$ cat src/rtl/temp_sense_pkg.sv
// Purpose: Shared constants and types of the temperature sensor core
// Assumes: 250 MHz ref_clk, 16-bit result at 128 LSB per degree
// Notes: Register pointers, config fields, timing and state encodings
// Contract
// Fast first conversion of about 6 ms
// Fast result above 147 C asserts critical
// Fast result above 64 C asserts limit
// Continuous conversion is the default mode
// Continuous conversion lasts about 240 ms
// Back-to-back conversions, each result stored
// Reads return latest completed result
// Conversions timed internally, serial clock only for access
// Three 16-bit setpoints; limit alert outside high/low
// Critical alert when result exceeds critical setpoint
// Alert polarity selectable in configuration
// Alerts selectable comparator or interrupt behaviour
// Limit alert defaults active-low comparator
// Critical alert defaults active-low
// Four modes: continuous, single, per-second, shutdown
// Mode bits 6:5 equal 01 mean single
// Single converts once, then shuts down
// Controller waits 240 ms before reading
// Each single-mode write starts new conversion
// Registers accessed as I2C target
// Two select pins choose target address
// 10 per-second, 11 shutdown, 00 continuous
// Per-second: 60 ms conversion, idle rest
// Interrupt behaviour: any read clears alerts
// Bit 7 selects 16-bit, else flags
// Alerts evaluated only at conversion completion
// Single result stored, readable while shut down
`default_nettype none

package temp_sense_pkg;
	localparam logic [7:0] PTR_TEMP_MSB = 8'h00;
	localparam logic [7:0] PTR_TEMP_LSB = 8'h01;
	localparam logic [7:0] PTR_STATUS = 8'h02;
	localparam logic [7:0] PTR_CONFIG = 8'h03;
	localparam logic [7:0] PTR_HIGH_MSB = 8'h04;
	localparam logic [7:0] PTR_HIGH_LSB = 8'h05;
	localparam logic [7:0] PTR_LOW_MSB = 8'h06;
	localparam logic [7:0] PTR_LOW_LSB = 8'h07;
	localparam logic [7:0] PTR_CRIT_MSB = 8'h08;
	localparam logic [7:0] PTR_CRIT_LSB = 8'h09;

	localparam logic [7:0] CONFIG_RESET = 8'h00;
	localparam int RES16_BIT = 7;
	localparam int MODE_HI_BIT = 6;
	localparam int MODE_LO_BIT = 5;
	localparam int INTR_MODE_BIT = 4;
	localparam int CT_POL_BIT = 3;
	localparam int INT_POL_BIT = 2;

	localparam logic [1:0] MODE_CONT = 2'h0;
	localparam logic [1:0] MODE_SINGLE = 2'h1;
	localparam logic [1:0] MODE_SPS = 2'h2;
	localparam logic [1:0] MODE_SHUT = 2'h3;

	localparam int LSB_PER_DEGC = 128;
	localparam int FAST_CRIT_DEGC = 147;
	localparam int FAST_INT_DEGC = 64;
	localparam logic [15:0] FAST_CRIT_LIMIT = 16'(FAST_CRIT_DEGC * LSB_PER_DEGC);
	localparam logic [15:0] FAST_INT_LIMIT = 16'(FAST_INT_DEGC * LSB_PER_DEGC);
	localparam logic [15:0] CRIT_RESET = 16'h4980;
	localparam logic [15:0] HIGH_RESET = 16'h2000;
	localparam logic [15:0] LOW_RESET = 16'h0500;

	// Arbitrary base value
	localparam logic [6:0] ADDR_BASE = 7'h48;
	localparam logic [3:0] BYTE_BITS = 4'h8;

	localparam int unsigned CLK_KHZ = 250000;
	localparam int unsigned FAST_MS = 6;
	localparam int unsigned CONV_MS = 240;
	localparam int unsigned SPS_CONV_MS = 60;
	localparam int unsigned SPS_PERIOD_MS = 1000;
	localparam logic [31:0] FAST_CYC = 32'(FAST_MS * CLK_KHZ);
	localparam logic [31:0] CONV_CYC = 32'(CONV_MS * CLK_KHZ);
	localparam logic [31:0] SPS_CONV_CYC = 32'(SPS_CONV_MS * CLK_KHZ);
	localparam logic [31:0] SPS_IDLE_CYC =
		32'((SPS_PERIOD_MS - SPS_CONV_MS) * CLK_KHZ);

	typedef enum logic [1:0] {
		cv_fast = 2'h0,
		cv_convert = 2'h1,
		cv_idle = 2'h2,
		cv_shutdown = 2'h3
	} conv_state_e;

	typedef enum logic [2:0] {
		i2_idle = 3'h0,
		i2_addr = 3'h1,
		i2_addr_ack = 3'h2,
		i2_write = 3'h3,
		i2_write_ack = 3'h4,
		i2_read = 3'h5,
		i2_read_ack = 3'h6
	} i2c_state_e;
endpackage : temp_sense_pkg

`default_nettype wire

$ cat src/rtl/i2c_register_port.sv
// Purpose: I2C target byte engine, serial clock sampled by ref_clk
// Assumes: SCL and SDA arrive unsynchronised; no clock stretching
// Notes: Pointer handling lives in the parent
`default_nettype none

module i2c_register_port (
	input wire logic ref_clk,
	input wire logic rst,
	input wire logic scl_in,
	input wire logic sda_in,
	output logic sda_out,
	output logic sda_oe_n,
	input wire logic [6:0] dev_addr,
	output logic wr_strobe,
	output logic wr_first,
	output logic [7:0] wr_byte,
	output logic rd_strobe,
	input wire logic [7:0] rd_byte
);
	temp_sense_pkg::i2c_state_e state, next_state;
	logic scl_s1, scl_s2, scl_d, sda_s1, sda_s2, sda_d;
	logic [3:0] cnt, next_cnt;
	logic [7:0] tx, next_tx, next_shreg;
	logic rw, next_rw, mack, next_mack, next_first, next_oe_n;
	logic next_wr, next_rd;

	wire scl_rise = scl_s2 & ~scl_d;
	wire scl_fall = ~scl_s2 & scl_d;
	wire start_seen = scl_s2 & scl_d & sda_d & ~sda_s2;
	wire stop_seen = scl_s2 & scl_d & ~sda_d & sda_s2;
	wire byte_full = (cnt == temp_sense_pkg::BYTE_BITS);
	wire shifting = (state == temp_sense_pkg::i2_addr) ||
		(state == temp_sense_pkg::i2_write);

	always_comb begin
		next_state = state;
		next_cnt = cnt;
		next_shreg = wr_byte;
		next_tx = tx;
		next_oe_n = sda_oe_n;
		next_rw = rw;
		next_first = wr_first;
		next_mack = mack;
		next_wr = 1'b0;
		next_rd = 1'b0;
		if (start_seen) begin
			next_state = temp_sense_pkg::i2_addr;
			next_cnt = 4'h0;
			next_oe_n = 1'b1;
		end else if (stop_seen) begin
			next_state = temp_sense_pkg::i2_idle;
			next_oe_n = 1'b1;
		end else if (scl_rise) begin
			if (shifting) begin
				next_shreg = {wr_byte[6:0], sda_s2};
				next_cnt = cnt + 4'h1;
			end
			if (state == temp_sense_pkg::i2_read_ack) begin
				next_mack = ~sda_s2;
			end
		end else if (scl_fall) begin
			case (state)
				temp_sense_pkg::i2_addr: begin
					if (byte_full && wr_byte[7:1] == dev_addr) begin
						next_state = temp_sense_pkg::i2_addr_ack;
						next_oe_n = 1'b0;
						next_rw = wr_byte[0];
					end else if (byte_full) begin
						next_state = temp_sense_pkg::i2_idle;
					end
				end
				temp_sense_pkg::i2_write: begin
					if (byte_full) begin
						next_state = temp_sense_pkg::i2_write_ack;
						next_oe_n = 1'b0;
						next_wr = 1'b1;
					end
				end
				temp_sense_pkg::i2_write_ack: begin
					next_state = temp_sense_pkg::i2_write;
					next_oe_n = 1'b1;
					next_cnt = 4'h0;
					next_first = 1'b0;
				end
				temp_sense_pkg::i2_addr_ack, temp_sense_pkg::i2_read_ack: begin
					if (state == temp_sense_pkg::i2_addr_ack && !rw) begin
						next_state = temp_sense_pkg::i2_write;
						next_oe_n = 1'b1;
						next_cnt = 4'h0;
						next_first = 1'b1;
					end else if (state == temp_sense_pkg::i2_addr_ack || mack) begin
						next_state = temp_sense_pkg::i2_read;
						next_tx = rd_byte;
						next_oe_n = rd_byte[7];
						next_rd = 1'b1;
						next_cnt = 4'h1;
					end else begin
						next_state = temp_sense_pkg::i2_idle;
						next_oe_n = 1'b1;
					end
				end
				temp_sense_pkg::i2_read: begin
					if (byte_full) begin
						next_state = temp_sense_pkg::i2_read_ack;
						next_oe_n = 1'b1;
					end else begin
						next_oe_n = tx[6];
						next_tx = {tx[6:0], 1'b0};
						next_cnt = cnt + 4'h1;
					end
				end
				default: ;
			endcase
		end
	end

	always_ff @(posedge ref_clk) begin
		{scl_s1, scl_s2, scl_d} <= {scl_in, scl_s1, scl_s2};
		{sda_s1, sda_s2, sda_d} <= {sda_in, sda_s1, sda_s2};
	end

	always_ff @(posedge ref_clk) begin
		if (rst) begin
			state <= temp_sense_pkg::i2_idle;
			cnt <= 4'h0;
			tx <= 8'h00;
			wr_byte <= 8'h00;
			rw <= 1'b0;
			mack <= 1'b0;
			wr_first <= 1'b0;
			sda_oe_n <= 1'b1;
			sda_out <= 1'b0;
			wr_strobe <= 1'b0;
			rd_strobe <= 1'b0;
		end else begin
			state <= next_state;
			cnt <= next_cnt;
			tx <= next_tx;
			wr_byte <= next_shreg;
			rw <= next_rw;
			mack <= next_mack;
			wr_first <= next_first;
			sda_oe_n <= next_oe_n;
			sda_out <= 1'b0;
			wr_strobe <= next_wr;
			rd_strobe <= next_rd;
		end
	end
endmodule : i2c_register_port

`default_nettype wire

$ cat src/rtl/temp_conversion_and_limit_alerts.sv
// Purpose: Conversion sequencing, register file and alert outputs
// Assumes: temp_sample comes from the converter on ref_clk
// Notes: Serial pins and select pins pass two flip-flops first
`default_nettype none

module temp_conversion_and_limit_alerts #(
	parameter logic [31:0] FAST_CYC = temp_sense_pkg::FAST_CYC,
	parameter logic [31:0] CONV_CYC = temp_sense_pkg::CONV_CYC,
	parameter logic [31:0] SPS_CONV_CYC = temp_sense_pkg::SPS_CONV_CYC,
	parameter logic [31:0] SPS_IDLE_CYC = temp_sense_pkg::SPS_IDLE_CYC,
	parameter logic [6:0] ADDR_BASE = temp_sense_pkg::ADDR_BASE
) (
	input wire logic ref_clk,
	input wire logic rst,
	input wire logic scl_in,
	input wire logic sda_in,
	output logic sda_out,
	output logic sda_oe_n,
	input wire logic address_select_low,
	input wire logic address_select_high,
	input wire logic [15:0] temp_sample,
	output logic critical_alert_output,
	output logic critical_alert_output_oe_n,
	output logic limit_alert_output,
	output logic limit_alert_output_oe_n
);
	if (FAST_CYC < 32'h2 || CONV_CYC < 32'h2 || SPS_CONV_CYC < 32'h2 ||
		SPS_IDLE_CYC < 32'h2) begin : g_bad_timing
		$error("Conversion timing counts must be at least two");
	end

	temp_sense_pkg::conv_state_e state, next_state;
	logic [31:0] timer, next_timer;
	logic [7:0] pointer, config_reg;
	logic [15:0] crit_sp, high_sp, low_sp, temp_value;
	logic crit_active, limit_active;
	logic a0_s1, a0_s2, a1_s1, a1_s2;
	logic wr_strobe, wr_first, rd_strobe;
	logic [7:0] wr_byte;

	function automatic logic [7:0] read_mux(
		input logic [7:0] ptr,
		input logic [15:0] temp,
		input logic [7:0] status,
		input logic [7:0] cfg,
		input logic [15:0] hi,
		input logic [15:0] lo,
		input logic [15:0] cr
	);
		case (ptr)
			temp_sense_pkg::PTR_TEMP_MSB: read_mux = temp[15:8];
			temp_sense_pkg::PTR_TEMP_LSB: read_mux = temp[7:0];
			temp_sense_pkg::PTR_STATUS: read_mux = status;
			temp_sense_pkg::PTR_CONFIG: read_mux = cfg;
			temp_sense_pkg::PTR_HIGH_MSB: read_mux = hi[15:8];
			temp_sense_pkg::PTR_HIGH_LSB: read_mux = hi[7:0];
			temp_sense_pkg::PTR_LOW_MSB: read_mux = lo[15:8];
			temp_sense_pkg::PTR_LOW_LSB: read_mux = lo[7:0];
			temp_sense_pkg::PTR_CRIT_MSB: read_mux = cr[15:8];
			temp_sense_pkg::PTR_CRIT_LSB: read_mux = cr[7:0];
			default: read_mux = 8'h00;
		endcase
	endfunction : read_mux

	wire [6:0] dev_addr = {ADDR_BASE[6:2], a1_s2, a0_s2};
	wire busy = (state == temp_sense_pkg::cv_fast) ||
		(state == temp_sense_pkg::cv_convert);
	wire [7:0] status_byte = {crit_active, limit_active, 5'h00, busy};
	wire [7:0] rd_byte = read_mux(pointer, temp_value, status_byte,
		config_reg, high_sp, low_sp, crit_sp);

	wire reg_wr = wr_strobe & ~wr_first;
	wire cfg_wr = reg_wr && (pointer == temp_sense_pkg::PTR_CONFIG);
	wire [1:0] mode = config_reg[temp_sense_pkg::MODE_HI_BIT:
		temp_sense_pkg::MODE_LO_BIT];
	wire [1:0] new_mode = wr_byte[temp_sense_pkg::MODE_HI_BIT:
		temp_sense_pkg::MODE_LO_BIT];
	wire intr_mode = config_reg[temp_sense_pkg::INTR_MODE_BIT];
	wire res16 = config_reg[temp_sense_pkg::RES16_BIT];

	// Conversion length follows the state and the per-second option
	wire [31:0] limit = (state == temp_sense_pkg::cv_fast) ? FAST_CYC :
		(state == temp_sense_pkg::cv_idle) ? SPS_IDLE_CYC :
		(mode == temp_sense_pkg::MODE_SPS) ? SPS_CONV_CYC : CONV_CYC;
	wire tick_end = (timer == limit - 32'h1);
	wire conv_done = busy && tick_end;
	wire was_fast = (state == temp_sense_pkg::cv_fast);

	wire signed [15:0] sample = temp_sample;
	wire crit_hit = was_fast ?
		sample > $signed(temp_sense_pkg::FAST_CRIT_LIMIT) :
		sample > $signed(crit_sp);
	wire high_hit = was_fast ?
		sample > $signed(temp_sense_pkg::FAST_INT_LIMIT) :
		sample > $signed(high_sp);
	wire low_hit = ~was_fast && (sample < $signed(low_sp));
	wire limit_hit = high_hit | low_hit;

	// Interrupt behaviour latches and clears on any read; set wins
	wire next_crit = intr_mode ?
		(conv_done & crit_hit) | (crit_active & ~rd_strobe) :
		(conv_done ? crit_hit : crit_active);
	wire next_limit = intr_mode ?
		(conv_done & limit_hit) | (limit_active & ~rd_strobe) :
		(conv_done ? limit_hit : limit_active);
	wire [15:0] stored = res16 ? temp_sample :
		{temp_sample[15:3], crit_hit, high_hit, low_hit};

	always_comb begin
		next_state = state;
		next_timer = timer + 32'h1;
		if (cfg_wr) begin
			next_timer = 32'h0;
			next_state = (new_mode == temp_sense_pkg::MODE_SHUT) ?
				temp_sense_pkg::cv_shutdown :
				temp_sense_pkg::cv_convert;
		end else begin
			case (state)
				temp_sense_pkg::cv_fast, temp_sense_pkg::cv_convert: begin
					if (tick_end) begin
						next_timer = 32'h0;
						case (mode)
							temp_sense_pkg::MODE_SINGLE:
								next_state = temp_sense_pkg::cv_shutdown;
							temp_sense_pkg::MODE_SPS:
								next_state = temp_sense_pkg::cv_idle;
							temp_sense_pkg::MODE_SHUT:
								next_state = temp_sense_pkg::cv_shutdown;
							default:
								next_state = temp_sense_pkg::cv_convert;
						endcase
					end
				end
				temp_sense_pkg::cv_idle: begin
					if (tick_end) begin
						next_timer = 32'h0;
						next_state = temp_sense_pkg::cv_convert;
					end
				end
				temp_sense_pkg::cv_shutdown: next_timer = 32'h0;
				default: begin
					next_timer = 32'h0;
					next_state = temp_sense_pkg::cv_fast;
				end
			endcase
		end
	end

	always_ff @(posedge ref_clk) begin
		{a0_s1, a0_s2} <= {address_select_low, a0_s1};
		{a1_s1, a1_s2} <= {address_select_high, a1_s1};
	end

	always_ff @(posedge ref_clk) begin
		if (rst) begin
			state <= temp_sense_pkg::cv_fast;
			timer <= 32'h0;
			temp_value <= 16'h0000;
			crit_active <= 1'b0;
			limit_active <= 1'b0;
		end else begin
			state <= next_state;
			timer <= next_timer;
			if (conv_done) begin
				temp_value <= stored;
			end
			crit_active <= next_crit;
			limit_active <= next_limit;
		end
	end

	always_ff @(posedge ref_clk) begin
		if (rst) begin
			pointer <= temp_sense_pkg::PTR_TEMP_MSB;
			config_reg <= temp_sense_pkg::CONFIG_RESET;
			crit_sp <= temp_sense_pkg::CRIT_RESET;
			high_sp <= temp_sense_pkg::HIGH_RESET;
			low_sp <= temp_sense_pkg::LOW_RESET;
		end else begin
			if (wr_strobe && wr_first) begin
				pointer <= wr_byte;
			end else if (reg_wr || rd_strobe) begin
				pointer <= pointer + 8'h01;
			end
			if (reg_wr) begin
				case (pointer)
					temp_sense_pkg::PTR_CONFIG: config_reg <= wr_byte;
					temp_sense_pkg::PTR_HIGH_MSB: high_sp[15:8] <= wr_byte;
					temp_sense_pkg::PTR_HIGH_LSB: high_sp[7:0] <= wr_byte;
					temp_sense_pkg::PTR_LOW_MSB: low_sp[15:8] <= wr_byte;
					temp_sense_pkg::PTR_LOW_LSB: low_sp[7:0] <= wr_byte;
					temp_sense_pkg::PTR_CRIT_MSB: crit_sp[15:8] <= wr_byte;
					temp_sense_pkg::PTR_CRIT_LSB: crit_sp[7:0] <= wr_byte;
					default: ;
				endcase
			end
		end
	end

	// Open drain: pulled low when the active level is low
	always_ff @(posedge ref_clk) begin
		if (rst) begin
			critical_alert_output <= 1'b0;
			critical_alert_output_oe_n <= 1'b1;
			limit_alert_output <= 1'b0;
			limit_alert_output_oe_n <= 1'b1;
		end else begin
			critical_alert_output <= 1'b0;
			critical_alert_output_oe_n <= ~(crit_active ^
				config_reg[temp_sense_pkg::CT_POL_BIT]);
			limit_alert_output <= 1'b0;
			limit_alert_output_oe_n <= ~(limit_active ^
				config_reg[temp_sense_pkg::INT_POL_BIT]);
		end
	end

	i2c_register_port u_port (
		.ref_clk(ref_clk),
		.rst(rst),
		.scl_in(scl_in),
		.sda_in(sda_in),
		.sda_out(sda_out),
		.sda_oe_n(sda_oe_n),
		.dev_addr(dev_addr),
		.wr_strobe(wr_strobe),
		.wr_first(wr_first),
		.wr_byte(wr_byte),
		.rd_strobe(rd_strobe),
		.rd_byte(rd_byte)
	);
endmodule : temp_conversion_and_limit_alerts

`default_nettype wire

$ cat config.mk
export PLATFORM = sky130hd
export DESIGN_NAME = temp_conversion_and_limit_alerts
export DESIGN_NICKNAME = d
export VERILOG_FILES = /design/src/rtl/temp_sense_pkg.sv /design/src/rtl/i2c_register_port.sv /design/src/rtl/temp_conversion_and_limit_alerts.sv
export SDC_FILE = /design/constraint.sdc
export NUM_CORES = 1
export LEC_CHECK = 0
export ABC_AREA = 1
export BUFFER_PORTS_ARGS = -buffer_cell sky130_fd_sc_hd__buf_2
export CAP_MARGIN = 10
export CORE_ASPECT_RATIO = 0.8
export CORE_MARGIN = 1.5
export CORE_UTILIZATION = 48
export DETAILED_ROUTE_END_ITERATION = 12
export HOLD_SLACK_MARGIN = 0.02
export PLACE_DENSITY = 0.64
export RECOVER_POWER = 25
export SLEW_MARGIN = 20
export SYNTH_ARGS = -nofsm -noshare
export SYNTH_HDL_FRONTEND = slang
export SYNTH_SLANG_ARGS = --single-unit
$ cat constraint.sdc
create_clock -name ref_clk -period 2.5 [get_ports ref_clk]
set_input_delay 0.25 -clock ref_clk [delete_from_list [all_inputs] [get_ports ref_clk]]
set_output_delay 0.25 -clock ref_clk [all_outputs]
set_load 0.02 [all_outputs]
After elaboration in Yosys (flattened, before gate mapping) --
Cells that the tools add are included. Widths: inputs -> output; s select.
Cells by class: add/sub/neg operators 4, magnitude comparators 5, equality and inequality tests 42, multiplexer cells 53, bitwise logic cells 32, reductions and logical operators 49
Operator list (number):
- $pmux 8 s10 | 1
- $pmux 32 s2 | 1
- $mux 28 | 2
- $add 32x1->32 const B | 1
- $eq 32x32->1 | 1
- $eq 8x3->1 const B | 4
- $gt 16x16->1 | 2
- $mux 32 | 1
- $reduce_and 6->1 | 5
- $sub 28x1->29 const B | 1
- $mux 26 | 1
- $mux 4 | 6
- $mux 3 | 7
- $mux 7 | 3
- $mux 1 | 18
- $eq 8x2->1 const B | 2
- $eq 8x4->1 const B | 2
- $gt 16x15->1 const B | 1
- $gt 16x16->1 const B | 1
- $lt 16x16->1 | 1
- $mux 8 | 2
- $not 1->1 | 15
- $pmux 3 s5 | 1
- $pmux 7 s2 | 1
- other kinds (43) | 105
Word-level totals: register bits after elaboration 156, logic and storage cells 221

Depth between registers and ports, before layout --
word-level depth 10, mapped depth 18

Modules after synthesis --
From an unflattened synthesis, not the netlist that was laid out.
Second synthesis, totals: cells, all modules 1334, area total of the unflattened synthesis 9372.7 um2
By module, submodules not included:
- temp_conversion_and_limit_alerts | times used 1, cells each 1049, area an instance 7427.1 um2, seq. area each 2442.3 um2
- i2c_register_port | times used 1, cells each 285, area an instance 1945.6 um2, seq. area each 680.7 um2

Worst setup path before layout --
Ideal clock, no wire load.
kind register to register, from reg timer[0], to reg timer[24], library setup time 123 ps, data arrival time 1617 ps, slack 760 ps, cell stages (with the launch flop) 11, buffers on the path 0, period minus slack after synthesis 1740 ps, cell sequence dfxtp_1 ha_1 nand2_1 nor3_4 nand2_2 nor2_4 nand2_4 nor3_4 nand3_1 nor3_1 nor3_2
Between the ends: cells in the longest elaborated chain, start to end 3
Ends and longest elaborated chain:
- start, declared | RTL line temp_conversion_and_limit_alerts.sv:33 | logic [31:0] timer, next_timer;
- start signal, assigned | RTL line temp_conversion_and_limit_alerts.sv:163 | timer <= next_timer;
- $add 32x1->32 or $eq 32x32->1 (tied branches) | RTL line temp_conversion_and_limit_alerts.sv:111, temp_conversion_and_limit_alerts.sv:85
- $mux 32 * | RTL line temp_conversion_and_limit_alerts.sv:120, temp_conversion_and_limit_alerts.sv:135
- $pmux 32 s2 * | RTL line temp_conversion_and_limit_alerts.sv:118 | case (state)
Mark *: on every way between the ends. The rest lies on a longest branch, timed or not. A chain may end at the register's enable or synchronous reset.

Final worst setup path --
from reg state[0], to reg crit_active
Between the ends: cells in the longest elaborated chain, start to end 9
Ends and longest elaborated chain:
- start, declared | RTL line temp_conversion_and_limit_alerts.sv:32 | temp_sense_pkg::conv_state_e state, next_state;
- start signal, assigned | RTL line temp_conversion_and_limit_alerts.sv:156 | state <= temp_sense_pkg::cv_fast;
- start signal, assigned | RTL line temp_conversion_and_limit_alerts.sv:162 | state <= next_state;
- $eq 2x2->1 | RTL line temp_conversion_and_limit_alerts.sv:83 | (state == temp_sense_pkg::cv_idle) ? SPS_IDLE_CYC :
- $mux 28 | RTL line temp_conversion_and_limit_alerts.sv:83
- $mux 28 | RTL line temp_conversion_and_limit_alerts.sv:82 | wire [31:0] limit = (state == temp_sense_pkg::cv_fast) ? FAST_CYC :
- $sub 28x1->29 | RTL line temp_conversion_and_limit_alerts.sv:85 | wire tick_end = (timer == limit - 32'h1);
- $eq 32x32->1 | RTL line temp_conversion_and_limit_alerts.sv:85
- $logic_and 1x1->1 | RTL line temp_conversion_and_limit_alerts.sv:86 | wire conv_done = busy && tick_end;
- $and 1x1->1 | RTL line temp_conversion_and_limit_alerts.sv:101 | (conv_done & crit_hit) | (crit_active & ~rd_strobe) :
- $or 1x1->1 | RTL line temp_conversion_and_limit_alerts.sv:101
- $mux 1 | RTL line temp_conversion_and_limit_alerts.sv:100 | wire next_crit = intr_mode ?
- end signal, assigned | RTL line temp_conversion_and_limit_alerts.sv:167 | crit_active <= next_crit;
- end, declared | RTL line temp_conversion_and_limit_alerts.sv:36 | logic crit_active, limit_active;
Parallel ways exist; a longest one is shown, timed or not. The select of a mux whose other input is x is not followed.

==> results_dict.tcl <==
set metrics [dict create \
    status "completed" \
    cts.path.max_buffers 2 \
    async_flop_share 0 \
    cts_buffers 17 \
    start_util 0.4888 \
    cpMostUsedCell "nand2_1" \
    netSwitchingPower_mw 1.308 \
    antenna_cells 0 \
    tns_ns 0 \
    numPortBuffers 24 \
    fin_ws_ns 0.3140 \
    grt_first_pass_wirelength_microns 41570 \
    yosysMostFrequentCell "nand2_1" \
    finalNetCount 1372 \
    track_usage 0.2814 \
    via_per_inst 5.563 \
    cap_violations 0 \
    synth_simple_gate_area_frac 0.2661 \
    p_seq_frac 0.460 \
    slew_headroom 0.6096 \
    cts_setup_buffers 0 \
    maxSlewViolCount 0 \
    synth_cells 1259 \
    largest_reg_flops 32 \
    synth_common_cells "nand2_1 (214), inv_1 (176), dfxtp_1 (156), a21oi_1 (133), nor2_1 (132)" \
    setup_viol 0 \
    netlist_area_sq_um 8826 \
    htree_levels 4 \
    rows 44 \
    ioPinCount 28 \
    cts_tree "done" \
    dp_cells 1503 \
    synthToLayoutAreaGrowth_pct 11.60 \
    ctsHoldBuffers 4 \
    synth_xor_area_frac 0.02382 \
    cpMaxStageDelayCell "dfxtp_1" \
    fmax_mhz 457.5 \
    rsz0062_at_grt "no" \
    die_w_microns 154.6 \
    worstPathMaxFanout 19 \
    hold_viol_final 0 \
    synth_top_family_by_area "simple AND/OR/NAND/NOR gates" \
    root_buffer "clkbuf_16" \
    ir_worst_vdd_mv 0.4103 \
    timing.hold.ws_ns 0.2570 \
    path_buf_inv 1 \
    synth_cell_types 49 \
    grt_max_degree 66 \
    ys_seq_area_frac 0.3538 \
    drt_iter0_drc 832 \
    drt-pass1-iter-count 7 \
    cp_data_arrival_time_ns 2.54 \
    p_comb_frac 0.063 \
    drive_gt1_frac 0.09105 \
    post-route-drc-count 0 \
    fin_crit_ns 2.186 \
    grt_pass1_vias 7570 \
    fin_cells 1537 \
    antenna_found_initial 0 \
    overflow 0 \
    clock-sinks 156 \
    place_hpwl_microns 19780 \
    synth_edf_count 0 \
    synth_area_per_cell_sq_um 7.010 \
    worstMarginPinSlew_ns 0.5802 \
    pwr_density_cell_nw_per_um2 557.1 \
    cts_resized 0 \
    critPathTopFamily "simple AND/OR/NAND/NOR gates" \
    yosysTopAreaCell "dfxtp_1" \
    synthAdderAreaFrac 0.07655 \
    finalPower_mw 5.487 \
    cp_data_required_time_ns 2.85 \
    core_area_sq_um 18060 \
    postRouteAntennaNets 0 \
    pwr-share-clk 0.477 \
    detailroute.via_count 8550 \
    synthMuxAreaShare 0 \
    cp-start-kind "flop" \
    path_clk_slew_ns 0.06 \
    wire_per_inst_microns 17.35 \
    synth_compound_area_frac 0.1819 \
    worstPathCellList "nor2_2 > nand3_1 > nand2_1 > o211ai_1 > nor2_1 > nand2_1 > nor2_4 > nand3_4 > clkinv_2 > nand2_1 > a21oi_1" \
    skew_ns 0.007530 \
    gp_congestion 0.8845 \
    cp_slowest_stage_delay_ns 0.40 \
    clk_latency_ns 0.42 \
    yosys_most_used_dff "dfxtp_1" \
    yosysWarnings 0 \
    synth_top_cells_by_area "dfxtp_1 (35%), nand2_1 (9.1%), ha_1 (7.7%)" \
    crit_path_end_kind "flop" \
    routed_wl_microns 26660 \
    die_h_microns 124.3 \
    synth_seq_cells 156 \
    dieArea_sq_um 19220 \
    p_int_mw 4.179 \
    leakagePower_nw 3.949 \
    place_ws_ns 0.3436 \
    regMostFlops "timer" \
    period_share 0.8744 \
    switching_share 0.2384 \
    synth_top_area_frac 0.3538 \
    min_path_type "in2reg" \
    critPathKind "reg2reg" \
]
-- cells in the final DEF (no fill, tap or decap), types with 4 or more instances in the layout --
cell type,count
nand2_1,214
buf_4,14
o22ai_1,11
o211ai_1,9
buf_2,21
ha_1,54
dlygate4sd3_1,4
xor2_1,17
clkinv_2,4
dfxtp_1,156
nor3_1,26
nor4_1,9
nor3_2,7
clkbuf_1,7
a31oi_1,11
nand2_2,6
xnor2_1,7
inv_1,175
o21ai_1,9
nand4_1,24
o21ai_0,114
nor2_2,9
clkbuf_16,17
nor2_4,5
nand3_2,6
a211oi_1,6
nor2_1,133
inv_2,9
nand3_1,50
a21oi_1,133
nor3_4,4
-- path summary, 6_finish.rpt --
path / slack (ns) / cells after the start / startpoint / endpoint
hold / removal: 0.26 / 3 / temp_sample[10] / temp_value[10]
setup / recovery: 0.31 / 11 / state[0] / crit_active
hold reg to reg: 0.33 / 0 / u_port.sda_s1 / u_port.sda_s2
setup reg to reg: 0.31 / 11 / state[0] / crit_active
-- metrics by stage --
stage          area [sq um]    util
2_1_floorplan          8833       -
3_3_place_gp           9249  0.5122
3_5_place_dp           9249  0.5122
4_1_cts                9868  0.5465
5_1_grt                9849  0.5455
6_report               9849  0.5455
-- worst min-delay path: cells and delay by family --
| family | cells | cell delay [ns] |
|---|---|---|
| simple gates | 1 | 0.05 |
| compound gates | 1 | 0.16 |
| buf+inv | 1 | 0.17 |
-- logic make-up (layout without fill, tap and decap cells) --
family,Yosys count,after routing
and+or+nand+nor,504,504
DFF,156,156
adders and majority gates,54,54
other,1,3
buffers and inverters,218,264
AOI/OAI and AO/OA,302,302
xor gates and xnor gates,24,24
-- layer usage --
layer | part of all wire | global-route usage
met5 | 0 | 0
met4 | 0.019 | 0.07466
met3 | 0.088 | 0.05532
met2 | 0.41 | 0.4025
met1 | 0.48 | 0.4269
-- layout make-up --
class | count | area [sq um]
well taps | 230 | 287.8
inverters | 188 | 706.9
repair buffers | 46 | 309.0
flip-flops and latches | 156 | 3123
clock buffers | 19 | 432.9
clock inverters | 11 | 146.4
multi-input cells | 887 | 4843
fillers | 1782 | 8208
-- power by group through the flow --
stage	Clock (mW)	Combinational, mW	Sequential [mW]
final	2.62	0.344	2.53
after global routing	2.77	0.383	2.53
after CTS	2.66	0.338	2.53
after detailed placement	0	0.331	2.58
after global placement	0	0.326	2.58
after floorplan	0	0.207	2.58
(Power assumes the default switching activity.)
